### src/fsia_pkg.sv
/*
 * Shared constants for the fieldbus slave I/O and alarm block: register map,
 * field positions, reset values, timing counts and state encodings.
 * Assumes a 40 MHz system clock and a 32-bit AXI4-Lite register bus.
 */
package fsia_pkg;
	// ------------------------------------------------------------
	// clock and timing
	// ------------------------------------------------------------
	localparam int CLK_MHZ       = 40;
	localparam int REFRESH_US    = 400;
	localparam int REFRESH_CYC   = REFRESH_US * CLK_MHZ;
	localparam int TICK_MS       = 1;
	localparam int MS_CYC        = TICK_MS * 1000 * CLK_MHZ;
	localparam int CONT_UNIT_MS  = 10;
	localparam int CNT_W         = 24;

	// ------------------------------------------------------------
	// register map
	// ------------------------------------------------------------
	localparam int ADDR_W = 6;
	localparam logic [5:0] OFS_CMD  = 6'h00;
	localparam logic [5:0] OFS_SPD  = 6'h04;
	localparam logic [5:0] OFS_STAT = 6'h08;
	localparam logic [5:0] OFS_MSPD = 6'h0c;
	localparam logic [5:0] OFS_MTRQ = 6'h10;
	localparam logic [5:0] OFS_PADR = 6'h14;
	localparam logic [5:0] OFS_PDAT = 6'h18;
	localparam logic [5:0] OFS_PCTL = 6'h1c;
	localparam logic [5:0] OFS_CFG  = 6'h20;
	localparam logic [5:0] OFS_IST  = 6'h24;
	localparam logic [5:0] OFS_IMSK = 6'h28;

	// command word
	localparam int CMD_FWD  = 0;
	localparam int CMD_REV  = 1;
	localparam int CMD_ARST = 2;
	localparam int CMD_GP   = 3;
	localparam int GP_W     = 14;
	localparam int CMD_TOGGLE_BIT_ONE = 30;
	localparam int CMD_TOGGLE_BIT_TWO = 31;

	// configuration word
	localparam int CFG_FMT  = 0;
	localparam int CFG_MODE = 2;
	localparam int CFG_CONT = 4;
	localparam int CONT_W   = 11;
	localparam int CFG_TGL  = 16;
	localparam logic [31:0] CFG_RST = 32'h0000_0010;

	// parameter control, status and interrupt bits
	localparam int PCTL_RD   = 0;
	localparam int PCTL_WR   = 1;
	localparam int LINK_MAX  = 255;
	localparam int IRQ_W     = 4;
	localparam int IRQ_NET   = 0;
	localparam int IRQ_TGL   = 1;
	localparam int IRQ_PDONE = 2;
	localparam int IRQ_PERR  = 3;

	localparam logic [1:0] FMT_STD2 = 2'h3;
	localparam logic [1:0] MODE_STOP = 2'h0;
	localparam logic [1:0] MODE_NOALM = 2'h3;
	localparam logic [1:0] RESP_OK  = 2'h0;
	localparam logic [1:0] RESP_DEC = 2'h3;

	typedef enum logic [1:0] {
		FSIA_OK   = 2'b00,
		FSIA_HOLD = 2'b01,
		FSIA_TRIP = 2'b10
	} fsia_err_t;
endpackage

### src/fsia_tgl_if.sv
/*
 * Link between the main block and its toggle watchdog.
 * Assumes both ends share MCLK.
 */
`timescale 1ns/10ps
interface fsia_tgl_if;
	logic        tick;
	logic [1:0]  bits;
	logic [15:0] timeout;
	logic        clr;
	logic        err;
	logic        step;
	modport ctl (output tick, bits, timeout, clr, input err, step);
	modport mon (input tick, bits, timeout, clr, output err, step);
endinterface

### src/fsia_tglmon.sv
/*
 * Toggle watchdog: follows the two master toggle bits through a gray
 * sequence and flags a timeout in whole milliseconds.
 * Assumes tick is a one-cycle pulse every millisecond.
 */
`timescale 1ns/10ps
module fsia_tglmon
(
	// clock and reset
	input  wire logic MCLK,
	input  wire logic NRST,
	// watchdog link
	fsia_tgl_if.mon   tg
);
	import fsia_pkg::*;

	typedef struct packed {
		logic [1:0]  prev;
		logic [15:0] cnt;
		logic        err;
	} fsia_tgl_t;

	fsia_tgl_t q;
	fsia_tgl_t d;
	logic      step;

	// gray order 00-01-11-10: one bit moves per valid step
	function automatic logic [1:0] next_gray(input logic [1:0] v);
		next_gray = {v[0], ~v[1]};
	endfunction

	always_comb
	begin
		d = q;
		step = (tg.bits == next_gray(q.prev));
		if (step)
		begin
			d.prev = tg.bits;
			d.cnt = 16'h0000;
		end
		// a disabled watch clears the timer, so enabling it grants a full period
		else if (tg.timeout == 16'h0000)
			d.cnt = 16'h0000;
		else if (tg.tick && q.cnt != 16'hffff)
			d.cnt = q.cnt + 16'h0001;
		if (tg.clr)
			d.err = 1'b0;
		// zero timeout disables the watch; set wins over a same-cycle clear
		if (tg.timeout != 16'h0000 && q.cnt >= tg.timeout && !step)
			d.err = 1'b1;
	end

	always_ff @(posedge MCLK or negedge NRST)
	begin
		if (!NRST)
			q <= '0;
		else
			q <= d;
	end

	assign tg.err = q.err;
	assign tg.step = step;
endmodule // fsia_tglmon

### src/fsia_top.sv
/*
 * Fieldbus slave I/O block: cyclic command and status image, parameter
 * access, network alarm policy and toggle supervision, all behind AXI4-Lite.
 * Assumes the bus master writes the cyclic output image into the command
 * registers and that the inverter side answers parameter requests with ack.
 */
// How it works
// - image refreshed at most every 400 us
// - run bits applied as inverter commands
// - 16-bit speed word forwarded as command
// - status reported as individual bits
// - speed and torque monitors as words
// - parameters selected by link number 1-255
// - format two selects serial parameter numbering
// - bus failure raises network failure alarm
// - light alarm follows mode and continue time
// - heavy alarm trips at once, no delay
// - mode zero coasts to stop immediately
// - modes one, two hold run then stop
// - both toggle bits watched continuously
// - missing toggle pattern within timeout flags error
`timescale 1ns/10ps
module fsia_top
#(
	parameter int P_REFRESH_CYC = fsia_pkg::REFRESH_CYC,
	parameter int P_MS_CYC      = fsia_pkg::MS_CYC
)
(
	// clock and reset
	input  wire logic                       MCLK,
	input  wire logic                       NRST,
	// axi4-lite slave
	input  wire logic [fsia_pkg::ADDR_W-1:0] S_AXI_AWADDR,
	input  wire logic                       S_AXI_AWVALID,
	output wire logic                       S_AXI_AWREADY,
	input  wire logic [31:0]                S_AXI_WDATA,
	input  wire logic [3:0]                 S_AXI_WSTRB,
	input  wire logic                       S_AXI_WVALID,
	output wire logic                       S_AXI_WREADY,
	output wire logic [1:0]                 S_AXI_BRESP,
	output wire logic                       S_AXI_BVALID,
	input  wire logic                       S_AXI_BREADY,
	input  wire logic [fsia_pkg::ADDR_W-1:0] S_AXI_ARADDR,
	input  wire logic                       S_AXI_ARVALID,
	output wire logic                       S_AXI_ARREADY,
	output wire logic [31:0]                S_AXI_RDATA,
	output wire logic [1:0]                 S_AXI_RRESP,
	output wire logic                       S_AXI_RVALID,
	input  wire logic                       S_AXI_RREADY,
	output wire logic                       IRQ,
	// inverter commands
	output wire logic                       RUN_FWD,
	output wire logic                       RUN_REV,
	output wire logic                       ALM_RESET,
	output wire logic [fsia_pkg::GP_W-1:0]  GENERAL_PURPOSE_COMMAND_INPUTS,
	output wire logic [15:0]                SPEED_CMD,
	output wire logic                       COAST_STOP,
	output wire logic                       NETWORK_FAILURE_ALARM,
	output wire logic                       TOGGLE_ERR,
	// inverter state and bus health
	input  wire logic                       INV_RUNNING,
	input  wire logic                       INV_BRAKING,
	input  wire logic                       INV_TRQ_LIMIT,
	input  wire logic                       INV_ALM_RELAY,
	input  wire logic [15:0]                INV_SPEED,
	input  wire logic [15:0]                INV_TRQ_CUR,
	input  wire logic                       BUS_LIGHT_ERR,
	input  wire logic                       BUS_HEAVY_ERR,
	// parameter store
	output wire logic                       PAR_REQ,
	output wire logic                       PAR_WR,
	output wire logic                       PAR_BY_SERIAL,
	output wire logic [15:0]                PAR_ADDR,
	output wire logic [15:0]                PAR_WDATA,
	input  wire logic [15:0]                PAR_RDATA,
	input  wire logic                       PAR_ACK
);
	import fsia_pkg::*;

	localparam logic [CNT_W-1:0] REF_LAST = CNT_W'(P_REFRESH_CYC - 1);
	localparam logic [CNT_W-1:0] MS_LAST  = CNT_W'(P_MS_CYC - 1);

	typedef struct packed {
		logic                    aw_ok;
		logic [ADDR_W-1:0]       awa;
		logic                    w_ok;
		logic [31:0]             wd;
		logic [3:0]              ws;
		logic                    bv;
		logic [1:0]              br;
		logic                    rv;
		logic [31:0]             rd;
		logic [1:0]              rr;
		logic [31:0]             cmd;
		logic [15:0]             spd;
		logic [31:0]             cfg;
		logic [IRQ_W-1:0]        ist;
		logic [IRQ_W-1:0]        imsk;
		logic [15:0]             padr;
		logic [15:0]             pdat;
		logic                    pbusy;
		logic                    pwr;
		logic                    pser;
		logic                    perr;
		logic [CNT_W-1:0]        ref_cnt;
		logic [CNT_W-1:0]        ms_cnt;
		logic [2:0]              run;
		logic [GP_W-1:0]         gp;
		logic [15:0]             spd_o;
		logic [3:0]              stat;
		logic [15:0]             mspd;
		logic [15:0]             mtrq;
		fsia_err_t               est;
		logic [14:0]             hold_ms;
		logic                    tgl_err;
	} fsia_state_t;

	fsia_state_t q;
	fsia_state_t d;
	logic        refresh;
	logic        ms_tick;
	logic        wr_do;
	logic        rd_hit;
	logic [31:0] rd_word;
	logic [IRQ_W-1:0] ev;
	logic [14:0] cont_ms;
	logic [15:0] lnk;

	fsia_tgl_if tgi ();

	// byte-lane merge, shared by the writable data registers; IST and PCTL act on byte 0 only
	function automatic logic [31:0] merge(input logic [31:0] old, input logic [31:0] nw, input logic [3:0] st);
		for (int i = 0; i < 4; i++)
			merge[i*8 +: 8] = st[i] ? nw[i*8 +: 8] : old[i*8 +: 8];
	endfunction

	// ------------------------------------------------------------
	// register read decode
	// ------------------------------------------------------------
	always_comb
	begin
		rd_hit = 1'b1;
		rd_word = 32'h0000_0000;
		case (S_AXI_ARADDR)
			OFS_CMD:  rd_word = q.cmd;
			OFS_SPD:  rd_word = {16'h0000, q.spd};
			OFS_STAT: rd_word = {24'h00_0000, (q.est != FSIA_OK), (q.est == FSIA_HOLD), q.tgl_err,
				(q.est == FSIA_TRIP), q.stat};
			OFS_MSPD: rd_word = {16'h0000, q.mspd};
			OFS_MTRQ: rd_word = {16'h0000, q.mtrq};
			OFS_PADR: rd_word = {16'h0000, q.padr};
			OFS_PDAT: rd_word = {16'h0000, q.pdat};
			OFS_PCTL: rd_word = {30'h0000_0000, q.perr, q.pbusy};
			OFS_CFG:  rd_word = q.cfg;
			OFS_IST:  rd_word = {28'h000_0000, q.ist};
			OFS_IMSK: rd_word = {28'h000_0000, q.imsk};
			default:  rd_hit = 1'b0;
		endcase
	end

	assign refresh = (q.ref_cnt == REF_LAST);
	assign ms_tick = (q.ms_cnt == MS_LAST);
	assign wr_do = q.aw_ok && q.w_ok && !q.bv;
	// zero continue time is taken as the 10 ms minimum
	assign cont_ms = 15'((q.cfg[CFG_CONT +: CONT_W] == 11'h000 ? 11'h001 : q.cfg[CFG_CONT +: CONT_W])
		* CONT_UNIT_MS);
	assign lnk = q.padr;

	// ------------------------------------------------------------
	// next state
	// ------------------------------------------------------------
	always_comb
	begin
		d = q;
		ev = '0;
		d.ref_cnt = refresh ? '0 : q.ref_cnt + 1'b1;
		d.ms_cnt = ms_tick ? '0 : q.ms_cnt + 1'b1;

		// bus channels
		if (S_AXI_AWVALID && S_AXI_AWREADY)
		begin
			d.aw_ok = 1'b1;
			d.awa = S_AXI_AWADDR;
		end
		if (S_AXI_WVALID && S_AXI_WREADY)
		begin
			d.w_ok = 1'b1;
			d.wd = S_AXI_WDATA;
			d.ws = S_AXI_WSTRB;
		end
		if (q.bv && S_AXI_BREADY)
			d.bv = 1'b0;
		if (q.rv && S_AXI_RREADY)
			d.rv = 1'b0;
		if (S_AXI_ARVALID && S_AXI_ARREADY)
		begin
			d.rv = 1'b1;
			d.rd = rd_hit ? rd_word : 32'h0000_0000;
			d.rr = rd_hit ? RESP_OK : RESP_DEC;
		end
		if (wr_do)
		begin
			d.aw_ok = 1'b0;
			d.w_ok = 1'b0;
			d.bv = 1'b1;
			d.br = RESP_OK;
			case (q.awa)
				OFS_CMD:  d.cmd = merge(q.cmd, q.wd, q.ws);
				OFS_SPD:  d.spd = 16'(merge({16'h0000, q.spd}, q.wd, q.ws));
				OFS_PADR: d.padr = 16'(merge({16'h0000, q.padr}, q.wd, q.ws));
				OFS_PDAT: d.pdat = 16'(merge({16'h0000, q.pdat}, q.wd, q.ws));
				OFS_CFG:  d.cfg = merge(q.cfg, q.wd, q.ws);
				OFS_IST:  d.ist = q.ist & ~(q.ws[0] ? q.wd[IRQ_W-1:0] : '0);
				OFS_IMSK: d.imsk = IRQ_W'(merge({28'h000_0000, q.imsk}, q.wd, q.ws));
				OFS_PCTL:
				begin
					// start ignored while a transfer is still pending
					if (q.ws[0] && !q.pbusy && (q.wd[PCTL_RD] || q.wd[PCTL_WR]))
					begin
						d.pwr = q.wd[PCTL_WR];
						d.pser = (q.cfg[CFG_FMT +: 2] == FMT_STD2);
						if (d.pser || (lnk != 16'h0000 && lnk <= 16'(LINK_MAX)))
						begin
							d.pbusy = 1'b1;
							d.perr = 1'b0;
						end
						else
						begin
							d.perr = 1'b1;
							ev[IRQ_PERR] = 1'b1;
						end
					end
				end
				OFS_STAT, OFS_MSPD, OFS_MTRQ: ;
				default:  d.br = RESP_DEC;
			endcase
		end

		// parameter store handshake
		if (q.pbusy && PAR_ACK)
		begin
			d.pbusy = 1'b0;
			ev[IRQ_PDONE] = 1'b1;
			if (!q.pwr)
				d.pdat = PAR_RDATA;
		end

		// network failure policy
		case (q.est)
			FSIA_OK:
			begin
				d.hold_ms = 15'h0000;
				if (BUS_HEAVY_ERR)
					d.est = FSIA_TRIP;
				else if (BUS_LIGHT_ERR)
					d.est = (q.cfg[CFG_MODE +: 2] == MODE_STOP) ? FSIA_TRIP : FSIA_HOLD;
			end
			FSIA_HOLD:
			begin
				if (BUS_HEAVY_ERR)
					d.est = FSIA_TRIP;
				else if (!BUS_LIGHT_ERR)
					d.est = FSIA_OK;
				else if (q.cfg[CFG_MODE +: 2] == MODE_STOP)
					d.est = FSIA_TRIP;
				else if (q.cfg[CFG_MODE +: 2] != MODE_NOALM && ms_tick)
				begin
					d.hold_ms = q.hold_ms + 15'h0001;
					if (d.hold_ms >= cont_ms)
						d.est = FSIA_TRIP;
				end
			end
			FSIA_TRIP:
			begin
				// trip stays until the master resets with the bus healthy
				if (q.run[CMD_ARST] && !BUS_LIGHT_ERR && !BUS_HEAVY_ERR)
					d.est = FSIA_OK;
			end
			default: d.est = FSIA_TRIP;
		endcase
		if (d.est == FSIA_TRIP && q.est != FSIA_TRIP)
			ev[IRQ_NET] = 1'b1;

		// cyclic image exchange
		if (refresh)
		begin
			d.stat = {INV_ALM_RELAY, INV_TRQ_LIMIT, INV_BRAKING, INV_RUNNING};
			d.mspd = INV_SPEED;
			d.mtrq = INV_TRQ_CUR;
			d.run[CMD_ARST] = q.cmd[CMD_ARST];
			// hold state keeps the last good run command
			if (q.est == FSIA_OK && d.est == FSIA_OK)
			begin
				d.run[CMD_REV:CMD_FWD] = q.cmd[CMD_REV:CMD_FWD];
				d.gp = q.cmd[CMD_GP +: GP_W];
				d.spd_o = q.spd;
			end
		end
		if (d.est == FSIA_TRIP)
			d.run[CMD_REV:CMD_FWD] = 2'b00;

		d.tgl_err = tgi.err;
		if (tgi.err && !q.tgl_err)
			ev[IRQ_TGL] = 1'b1;

		// set wins over a same-cycle clear
		d.ist = d.ist | ev;
	end

	always_ff @(posedge MCLK or negedge NRST)
	begin
		if (!NRST)
		begin
			q <= '0;
			q.cfg <= CFG_RST;
			q.est <= FSIA_OK;
		end
		else
			q <= d;
	end

	// ------------------------------------------------------------
	// toggle watchdog
	// ------------------------------------------------------------
	assign tgi.tick = ms_tick;
	assign tgi.bits = {q.cmd[CMD_TOGGLE_BIT_TWO], q.cmd[CMD_TOGGLE_BIT_ONE]};
	assign tgi.timeout = q.cfg[CFG_TGL +: 16];
	assign tgi.clr = q.run[CMD_ARST];

	fsia_tglmon u_tgl
	(
		.MCLK (MCLK),
		.NRST (NRST),
		.tg   (tgi.mon)
	);

	// ------------------------------------------------------------
	// outputs
	// ------------------------------------------------------------
	assign S_AXI_AWREADY = !q.aw_ok && !q.bv;
	assign S_AXI_WREADY = !q.w_ok && !q.bv;
	assign S_AXI_BVALID = q.bv;
	assign S_AXI_BRESP = q.br;
	assign S_AXI_ARREADY = !q.rv;
	assign S_AXI_RVALID = q.rv;
	assign S_AXI_RDATA = q.rd;
	assign S_AXI_RRESP = q.rr;
	assign IRQ = |(q.ist & q.imsk);
	assign RUN_FWD = q.run[CMD_FWD];
	assign RUN_REV = q.run[CMD_REV];
	assign ALM_RESET = q.run[CMD_ARST];
	assign GENERAL_PURPOSE_COMMAND_INPUTS = q.gp;
	assign SPEED_CMD = q.spd_o;
	assign COAST_STOP = (q.est == FSIA_TRIP);
	assign NETWORK_FAILURE_ALARM = (q.est == FSIA_TRIP);
	assign TOGGLE_ERR = q.tgl_err;
	assign PAR_REQ = q.pbusy;
	assign PAR_WR = q.pwr;
	assign PAR_BY_SERIAL = q.pser;
	assign PAR_ADDR = q.padr;
	assign PAR_WDATA = q.pdat;
endmodule // fsia_top

### config.mk
export PLATFORM = sky130hd
export DESIGN_NAME = fsia_top
export DESIGN_NICKNAME = d
export VERILOG_FILES = /design/src/fsia_pkg.sv /design/src/fsia_tgl_if.sv /design/src/fsia_tglmon.sv /design/src/fsia_top.sv
export SDC_FILE = /design/constraint.sdc
export NUM_CORES = 1
export LEC_CHECK = 0
export BUFFER_PORTS_ARGS = -buffer_cell sky130_fd_sc_hd__buf_2
export CAP_MARGIN = 30
export CORE_MARGIN = 5
export CORE_UTILIZATION = 62
export CTS_BUF_LIST = sky130_fd_sc_hd__clkbuf_8
export CTS_CLUSTER_SIZE = 40
export DETAILED_ROUTE_END_ITERATION = 6
export GPL_ROUTABILITY_DRIVEN = 0
export PLACE_DENSITY_LB_ADDON = 0.25
export SYNTH_ARGS = -nofsm -noshare
export SYNTH_HDL_FRONTEND = slang
export SYNTH_SLANG_ARGS = --single-unit
### constraint.sdc
create_clock -name MCLK -period 7 [get_ports MCLK]
set_input_delay 0.35 -clock MCLK [delete_from_list [all_inputs] [get_ports MCLK]]
set_output_delay 0.35 -clock MCLK [all_outputs]
set_load 0.05 [all_outputs]
==> results.py, run 1 <==
metrics = {
    "status": {
        "outcome": "complete, no violations",
    },
    "detailed_routing": {
        "initialDrtViolationCount": 1059,
        "ant_nets": 0,
        "via_count": 13500,
        "finalWirelength_um": 48600,
        "wl_per_cell_um": 21.7,
        "viasPerCell": 6.03,
        "drc": 0,
        "firstDrtPassIters": 5,
    },
    "synth": {
        "syn_nets": 1739,
        "ys_seq_area_share_pct": 49.9,
        "syn_area_mm2": 0.0179,
        "yosysWarnings": 0,
        "synth-edff-count": 0,
        "syn_avg_cell_area_um2": 11.4,
        "synth_seq_cells": 358,
        "yosys.cell_types.count": 72,
        "ys.flop_type": "dfrtp_1",
        "syn-instance-count": 1581,
        "synthArstFlopShare_pct": 100,
    },
    "final_layout": {
        "areaGrowthSynthToFinish_pct": 16.9,
        "mostFrequentLayoutCells": "357 x dfrtp_1, 223 x buf_2, 212 x mux2_2",
        "fin_nets": 1972,
        "final_common_cell": "dfrtp_1",
        "final_core_util_pct": 73.3,
        "drive_gt1_share_pct": 31.3,
    },
    "timing": {
        "slew_headroom_pct": 33.2,
        "max_freq_mhz": 261,
        "drv_slew": 0,
        "rsz0062_at_grt": "no",
        "tns_ns": 0,
        "hold_viol": 0,
        "period_share_pct": 54.8,
        "finClkSkew_ns": 0.0303,
        "setup_viol": 0,
        "post-route-min-period_ns": 3.83,
        "worst_slew_pin_slew_ns": 0.988,
    },
    "global_route": {
        "grt_pass1_wl_um": 77500,
        "grt_max_degree": 98,
        "track_usage_pct": 29.5,
        "grt_pass1_vias": 14000,
        "grt.overflow.total": 0,
        "antenna_found_initial": 5,
    },
    "power_and_ir_drop": {
        "power_leakage_nw": 10.3,
        "vdd_ir_drop_max_mv": 0.246,
        "power_density_mw_per_mm2": 338,
        "p_total_mw": 7.09,
    },
    "setup_path": {
        "cp_data_required_time_ns": 7.48,
        "rr_endpoint": "q[175]",
        "rrSetupSlack_ns": 3.17,
        "cp_slowest_stage_delay_ns": 0.48,
        "cp-end-kind": "flop",
        "cp_common_cell": "ha_1",
        "worstPathArrival_ns": 4.31,
        "startpoint_type": "flop",
        "crit_family": "compound AO/OA/AOI/OAI gates",
        "worstPathCellList": "xor2_1, ha_1, a21oi_1, o211ai_1, or4_1, a2111oi_0, nor4_1, ha_1, nand4_1, a211oi_1, a311o_1, a221o_1",
        "reg2reg_depth": 12,
        "crit_fanout": 7,
        "r2r_start": "q[185]",
        "critical_path_class": "flop to flop",
        "path_buf_inv": 0,
        "cp_slowest_cell": "dfrtp_1",
    },
    "floorplanning": {
        "start_util_pct": 62.7,
        "die_w_um": 180,
        "core_mm2": 0.0286,
        "num_rows": 62,
        "io_pins": 223,
        "die_area_mm2": 0.0325,
        "die_height_um": 180,
    },
    "clock_network": {
        "cts_buffer_depth": 3,
        "ctsHtreeMaxLevel": 2,
        "cts_setup_buffers": 0,
        "clock_sinks": 358,
        "root_buffer": "clkbuf_8",
        "insertion_delay_ns": 0.62,
        "cts_tree": "done",
        "cts.clk_slew.worst_paths_ns": 0.07,
        "cts_resized": 0,
        "numCtsBuffers": 58,
        "postCtsHoldBufs": 96,
    },
    "run": {
        "max-cap-violations": 0,
    },
    "worst_hold_path": {
        "min_to": "q[307]",
        "hold_depth": 2,
        "hold_start": "S_AXI_WDATA[6]",
        "hp-class": "input port to flop",
    },
    "placement": {
        "place_hpwl_um": 32500,
        "io_buffers": 222,
    },
}
-- cells in the mapped netlist (all sizes together), types with 32 or more instances --
master | n | area, um2
a21oi | 41 | 205
buf | 109 | 800
clkbuf | 58 | 218
dfrtp | 357 | 8930
ha | 47 | 588
inv | 45 | 169
mux2 | 212 | 2390
mux2i | 49 | 490
nand2 | 109 | 409
nand3 | 40 | 200
nor2 | 60 | 225
o21ai | 79 | 395
xnor2 | 32 | 280
xor2 | 35 | 307
-- cell families after synthesis --
| logic type | synth area share [%] |
|---|---|
| AOI/OAI and AO/OA | 8.92 |
| xor gates and xnor gates | 3.27 |
| adders and majority gates | 3.39 |
| buffers and inverters | 6.61 |
| DFF | 49.9 |
| muxes | 16.7 |
| and+or+nand+nor | 11.2 |
-- power breakdown --
group / total, mW / leakage (nW) / switching (mW) / internal, mW
sequential: 3.07 / 4.77 / 0.564 / 2.51
clock: 1.89 / 0.695 / 0.849 / 1.05
combinational: 2.12 / 4.86 / 1.24 / 0.883
-- how the worst max path moves through the flow --
stage	cells after the start	from	to	slack, ns
after floorplan	14	q[184]	q[175]	3.49
after global placement	13	q[184]	q[175]	3.36
after detailed placement	12	q[187]	q[175]	3.26
after CTS	12	q[185]	q[175]	3.22
after global routing	12	q[187]	q[175]	2.91
final	12	q[185]	q[175]	3.17
-- sequential cells by signal (all words and copies together), names as in the netlist, 14 cells and up --
register / count
PAR_ADDR: 16
q: 234
PAR_WDATA: 16
u_tgl.q: 18
GENERAL_PURPOSE_COMMAND_INPUTS: 14
SPEED_CMD: 16
S_AXI_RDATA: 32
-- metal layers --
| metal | GRT usage (%) | part of all wire (%) | vias to the layer above |
|---|---|---|---|
| met4 | 15.1 | 5.3 | 0 |
| met1 | 38.3 | 39 | 6705 |
| li1 | - | - | 6079 |
| met3 | 6.58 | 7.7 | 173 |
| met2 | 47.2 | 48 | 580 |
| met5 | 0 | 0 | - |
-- worst register-to-register path: cells and delay by family, from the launching register on --
family,cells,cell delay (ns)
AND/OR/NAND/NOR,3,0.72
AO/OA/AOI/OAI,6,1.58
XOR/XNOR,1,0.31
adder cells (fa/ha/maj),2,0.61
flip-flops,1,0.48
-- stage by stage --
step / instance area (um2) / worst slack, ns / instances / hold slack [ns]
after floorplan: 17900 / 3.49 / 1581 / 0.0544
after global placement: 18700 / 3.36 / 2035 / 0.413
after detailed placement: 18700 / 3.26 / 2040 / 0.417
after CTS: 20900 / 3.22 / 2239 / 0.00305
after global routing: 21000 / 2.91 / 2245 / 0.0116
final: 21000 / 3.17 / 2245 / 0.0141
-- final cells by class --
type                    count  area (um2)
flip-flops and latches    358        8960
inverters                  45         169
multi-input cells        1011        7830
clock buffers              76        1050
clock inverters            27         186
well taps                 384         480
repair buffers            340        2300
fillers                  1968        7650
diodes                      4        10.0
(Power assumes the default switching activity.)
==> inputs of run 2 (changes only) <==
Settings changed: CORE_UTILIZATION 62 to 55.
Clock period 7 ns to 3.2 ns, I/O delays scaled along.
==> run 2 against run 1 <==
Effect of this change:
- the flow now finishes with violations (negative setup slack)
- worst setup slack worse by 3.5 ns
- clock skew rose by 0.0031 ns
- sequential power rose by 120%
- count of clock-buffer cells in the layout grew 2
- utilization down 6.6 points
- die area rose by 12%
- register-to-register slack lost 3.5 ns
- via count is 1.0% higher
- critical path type unchanged
- largest power group unchanged
==> results.py, run 2 (synthesis gave the netlist of run 1 again) <==
metrics = {
    "setup_path": {
        "critical_path_class": "flop to flop",
        "crit_fanout": 5,
        "cp-end-kind": "flop",
        "startpoint_type": "flop",
        "rr_endpoint": "q[175]",
        "r2r_start": "q[185]",
        "cp_data_required_time_ns": 3.71,
        "rrSetupSlack_ns": -0.31,
        "worstPathArrival_ns": 4.02,
        "reg2reg_depth": 12,
    },
    "final_layout": {
        "largest_reg_flops": 234,
        "regMostFlops": "q",
        "areaGrowthSynthToFinish_pct": 20.2,
        "fin_nets": 2022,
        "drive_gt1_share_pct": 33.6,
        "final_area_mm2": 0.0216,
        "final_core_util_pct": 66.6,
        "fin_cells": 2355,
        "nFillCells": 2489,
        "final_common_cell": "dfrtp_1",
        "mostFrequentLayoutCells": "354 x dfrtp_1, 221 x buf_2, 212 x mux2_2",
    },
    "power_and_ir_drop": {
        "vdd_ir_drop_max_mv": 0.591,
        "pwr-share-comb_pct": 32.2,
        "switching_share_pct": 37.3,
        "p_total_mw": 15.9,
        "power_frac_seq_pct": 42.0,
        "internal_power_mw": 9.95,
        "p_sw_mw": 5.92,
        "power_leakage_nw": 10.6,
        "power_frac_clock_pct": 25.8,
        "power_density_mw_per_mm2": 735,
    },
    "timing": {
        "period_share_pct": 110,
        "holdWs_ns": 0.164,
        "max_freq_mhz": 285,
        "finClkSkew_ns": 0.0333,
        "worst_slew_pin_slew_ns": 0.975,
        "post-route-min-period_ns": 3.51,
        "tns_ns": -1.26,
        "rsz0062_at_grt": "yes",
        "setup_viol": 5,
        "hold_viol": 0,
        "slew_headroom_pct": 34.1,
        "fin_ws_ns": -0.314,
        "drv_slew": 0,
    },
    "clock_network": {
        "ctsHtreeMaxLevel": 2,
        "clock_sinks": 358,
        "root_buffer": "clkbuf_8",
        "numCtsBuffers": 59,
        "cts_buffer_depth": 3,
        "cts_tree": "done",
        "insertion_delay_ns": 0.62,
        "cts.clk_slew.worst_paths_ns": 0.06,
    },
    "floorplanning": {
        "die_height_um": 191,
        "start_util_pct": 55.4,
        "die_w_um": 191,
        "io_pins": 223,
        "num_rows": 66,
        "die_area_mm2": 0.0363,
        "core_mm2": 0.0324,
    },
    "worst_hold_path": {
        "min_to": "S_AXI_RDATA[4]",
        "hold_depth": 3,
        "hp-class": "input port to flop",
        "hold_start": "S_AXI_ARADDR[0]",
    },
    "run": {
        "max-cap-violations": 0,
    },
    "status": {
        "outcome": "complete, but fails checks",
        "violations": "negative setup slack",
    },
    "placement": {
        "place_hpwl_um": 33800,
        "postPlaceCellArea_mm2": 0.0192,
        "pre_cts_slack_ns": -0.348,
        "io_buffers": 222,
        "placed_cells": 2139,
    },
    "global_route": {
        "grt_pass1_wl_um": 77400,
        "grt_pass1_vias": 14100,
        "grt_max_degree": 96,
        "antenna_found_initial": 2,
        "track_usage_pct": 26.5,
        "grt.overflow.total": 0,
    },
    "detailed_routing": {
        "ant_nets": 0,
        "wl_per_cell_um": 20.7,
        "initialDrtViolationCount": 893,
        "viasPerCell": 5.81,
        "drc": 0,
        "firstDrtPassIters": 5,
        "finalWirelength_um": 48700,
        "via_count": 13700,
    },
}
## run 2: power by group through the flow
stage | logic [mW] | registers [mW] | clock network [mW]
after floorplan | 3.98 | 6.20 | 0
final | 5.11 | 6.67 | 4.09
after global routing | 5.54 | 6.78 | 4.35
after CTS | 4.99 | 6.62 | 4.14
after global placement | 4.65 | 6.62 | 0
after detailed placement | 4.80 | 6.69 | 0
## run 2: routing by layer
| metal | track usage (%) | vias to the layer above | share of wire (%) |
|---|---|---|---|
| li1 | - | 6199 | - |
| met1 | 35.2 | 6850 | 42 |
| met2 | 44.2 | 497 | 48 |
| met3 | 5.14 | 124 | 6.8 |
| met4 | 8.78 | 2 | 3.4 |
| met5 | 0 | - | 0.027 |
## run 2: worst max path at each step
stage | slack (ns) | end | start
after floorplan | -0.15 | q[175] | q[184]
after global placement | -0.27 | q[175] | q[186]
after detailed placement | -0.35 | q[175] | q[186]
after CTS | -0.30 | q[175] | q[185]
after global routing | -0.45 | q[175] | q[185]
final | -0.31 | q[175] | q[185]
## run 2: cell type report
| cell class | count | area (um2) | share of cell area [%] |
|---|---|---|---|
| sequential | 358 | 8960 | 41.6 |
| multi-input combinational | 1011 | 7980 | 37.0 |
| timing repair buffer | 389 | 2680 | 12.4 |
| clock buffer | 78 | 1070 | 4.98 |
| tap | 442 | 553 | 2.56 |
| inverter | 45 | 169 | 0.783 |
| clock inverter | 31 | 155 | 0.719 |
| antenna | 1 | 2.50 | 0.0116 |
## run 2: worst max-delay path, cell delays in order, from the launching register on
cell	delay (ns)
dfrtp_2	0.44
xor2_2	0.19
ha_1	0.31
a21oi_2	0.15
o211ai_1	0.14
or4_4	0.47
a2111oi_4	0.34
nor4_2	0.10
ha_1	0.32
nand4_1	0.14
a211oi_2	0.05
a311o_1	0.44
a221o_1	0.32
## run 2: what timing repair did
item                       4_1_cts  5_1_grt
setup endpoints to repair        5        5
hold buffers                   101        0
pin swaps                        7        4
hold endpoints to repair       192        0
buffers inserted                 3        2
resized for setup                9        3
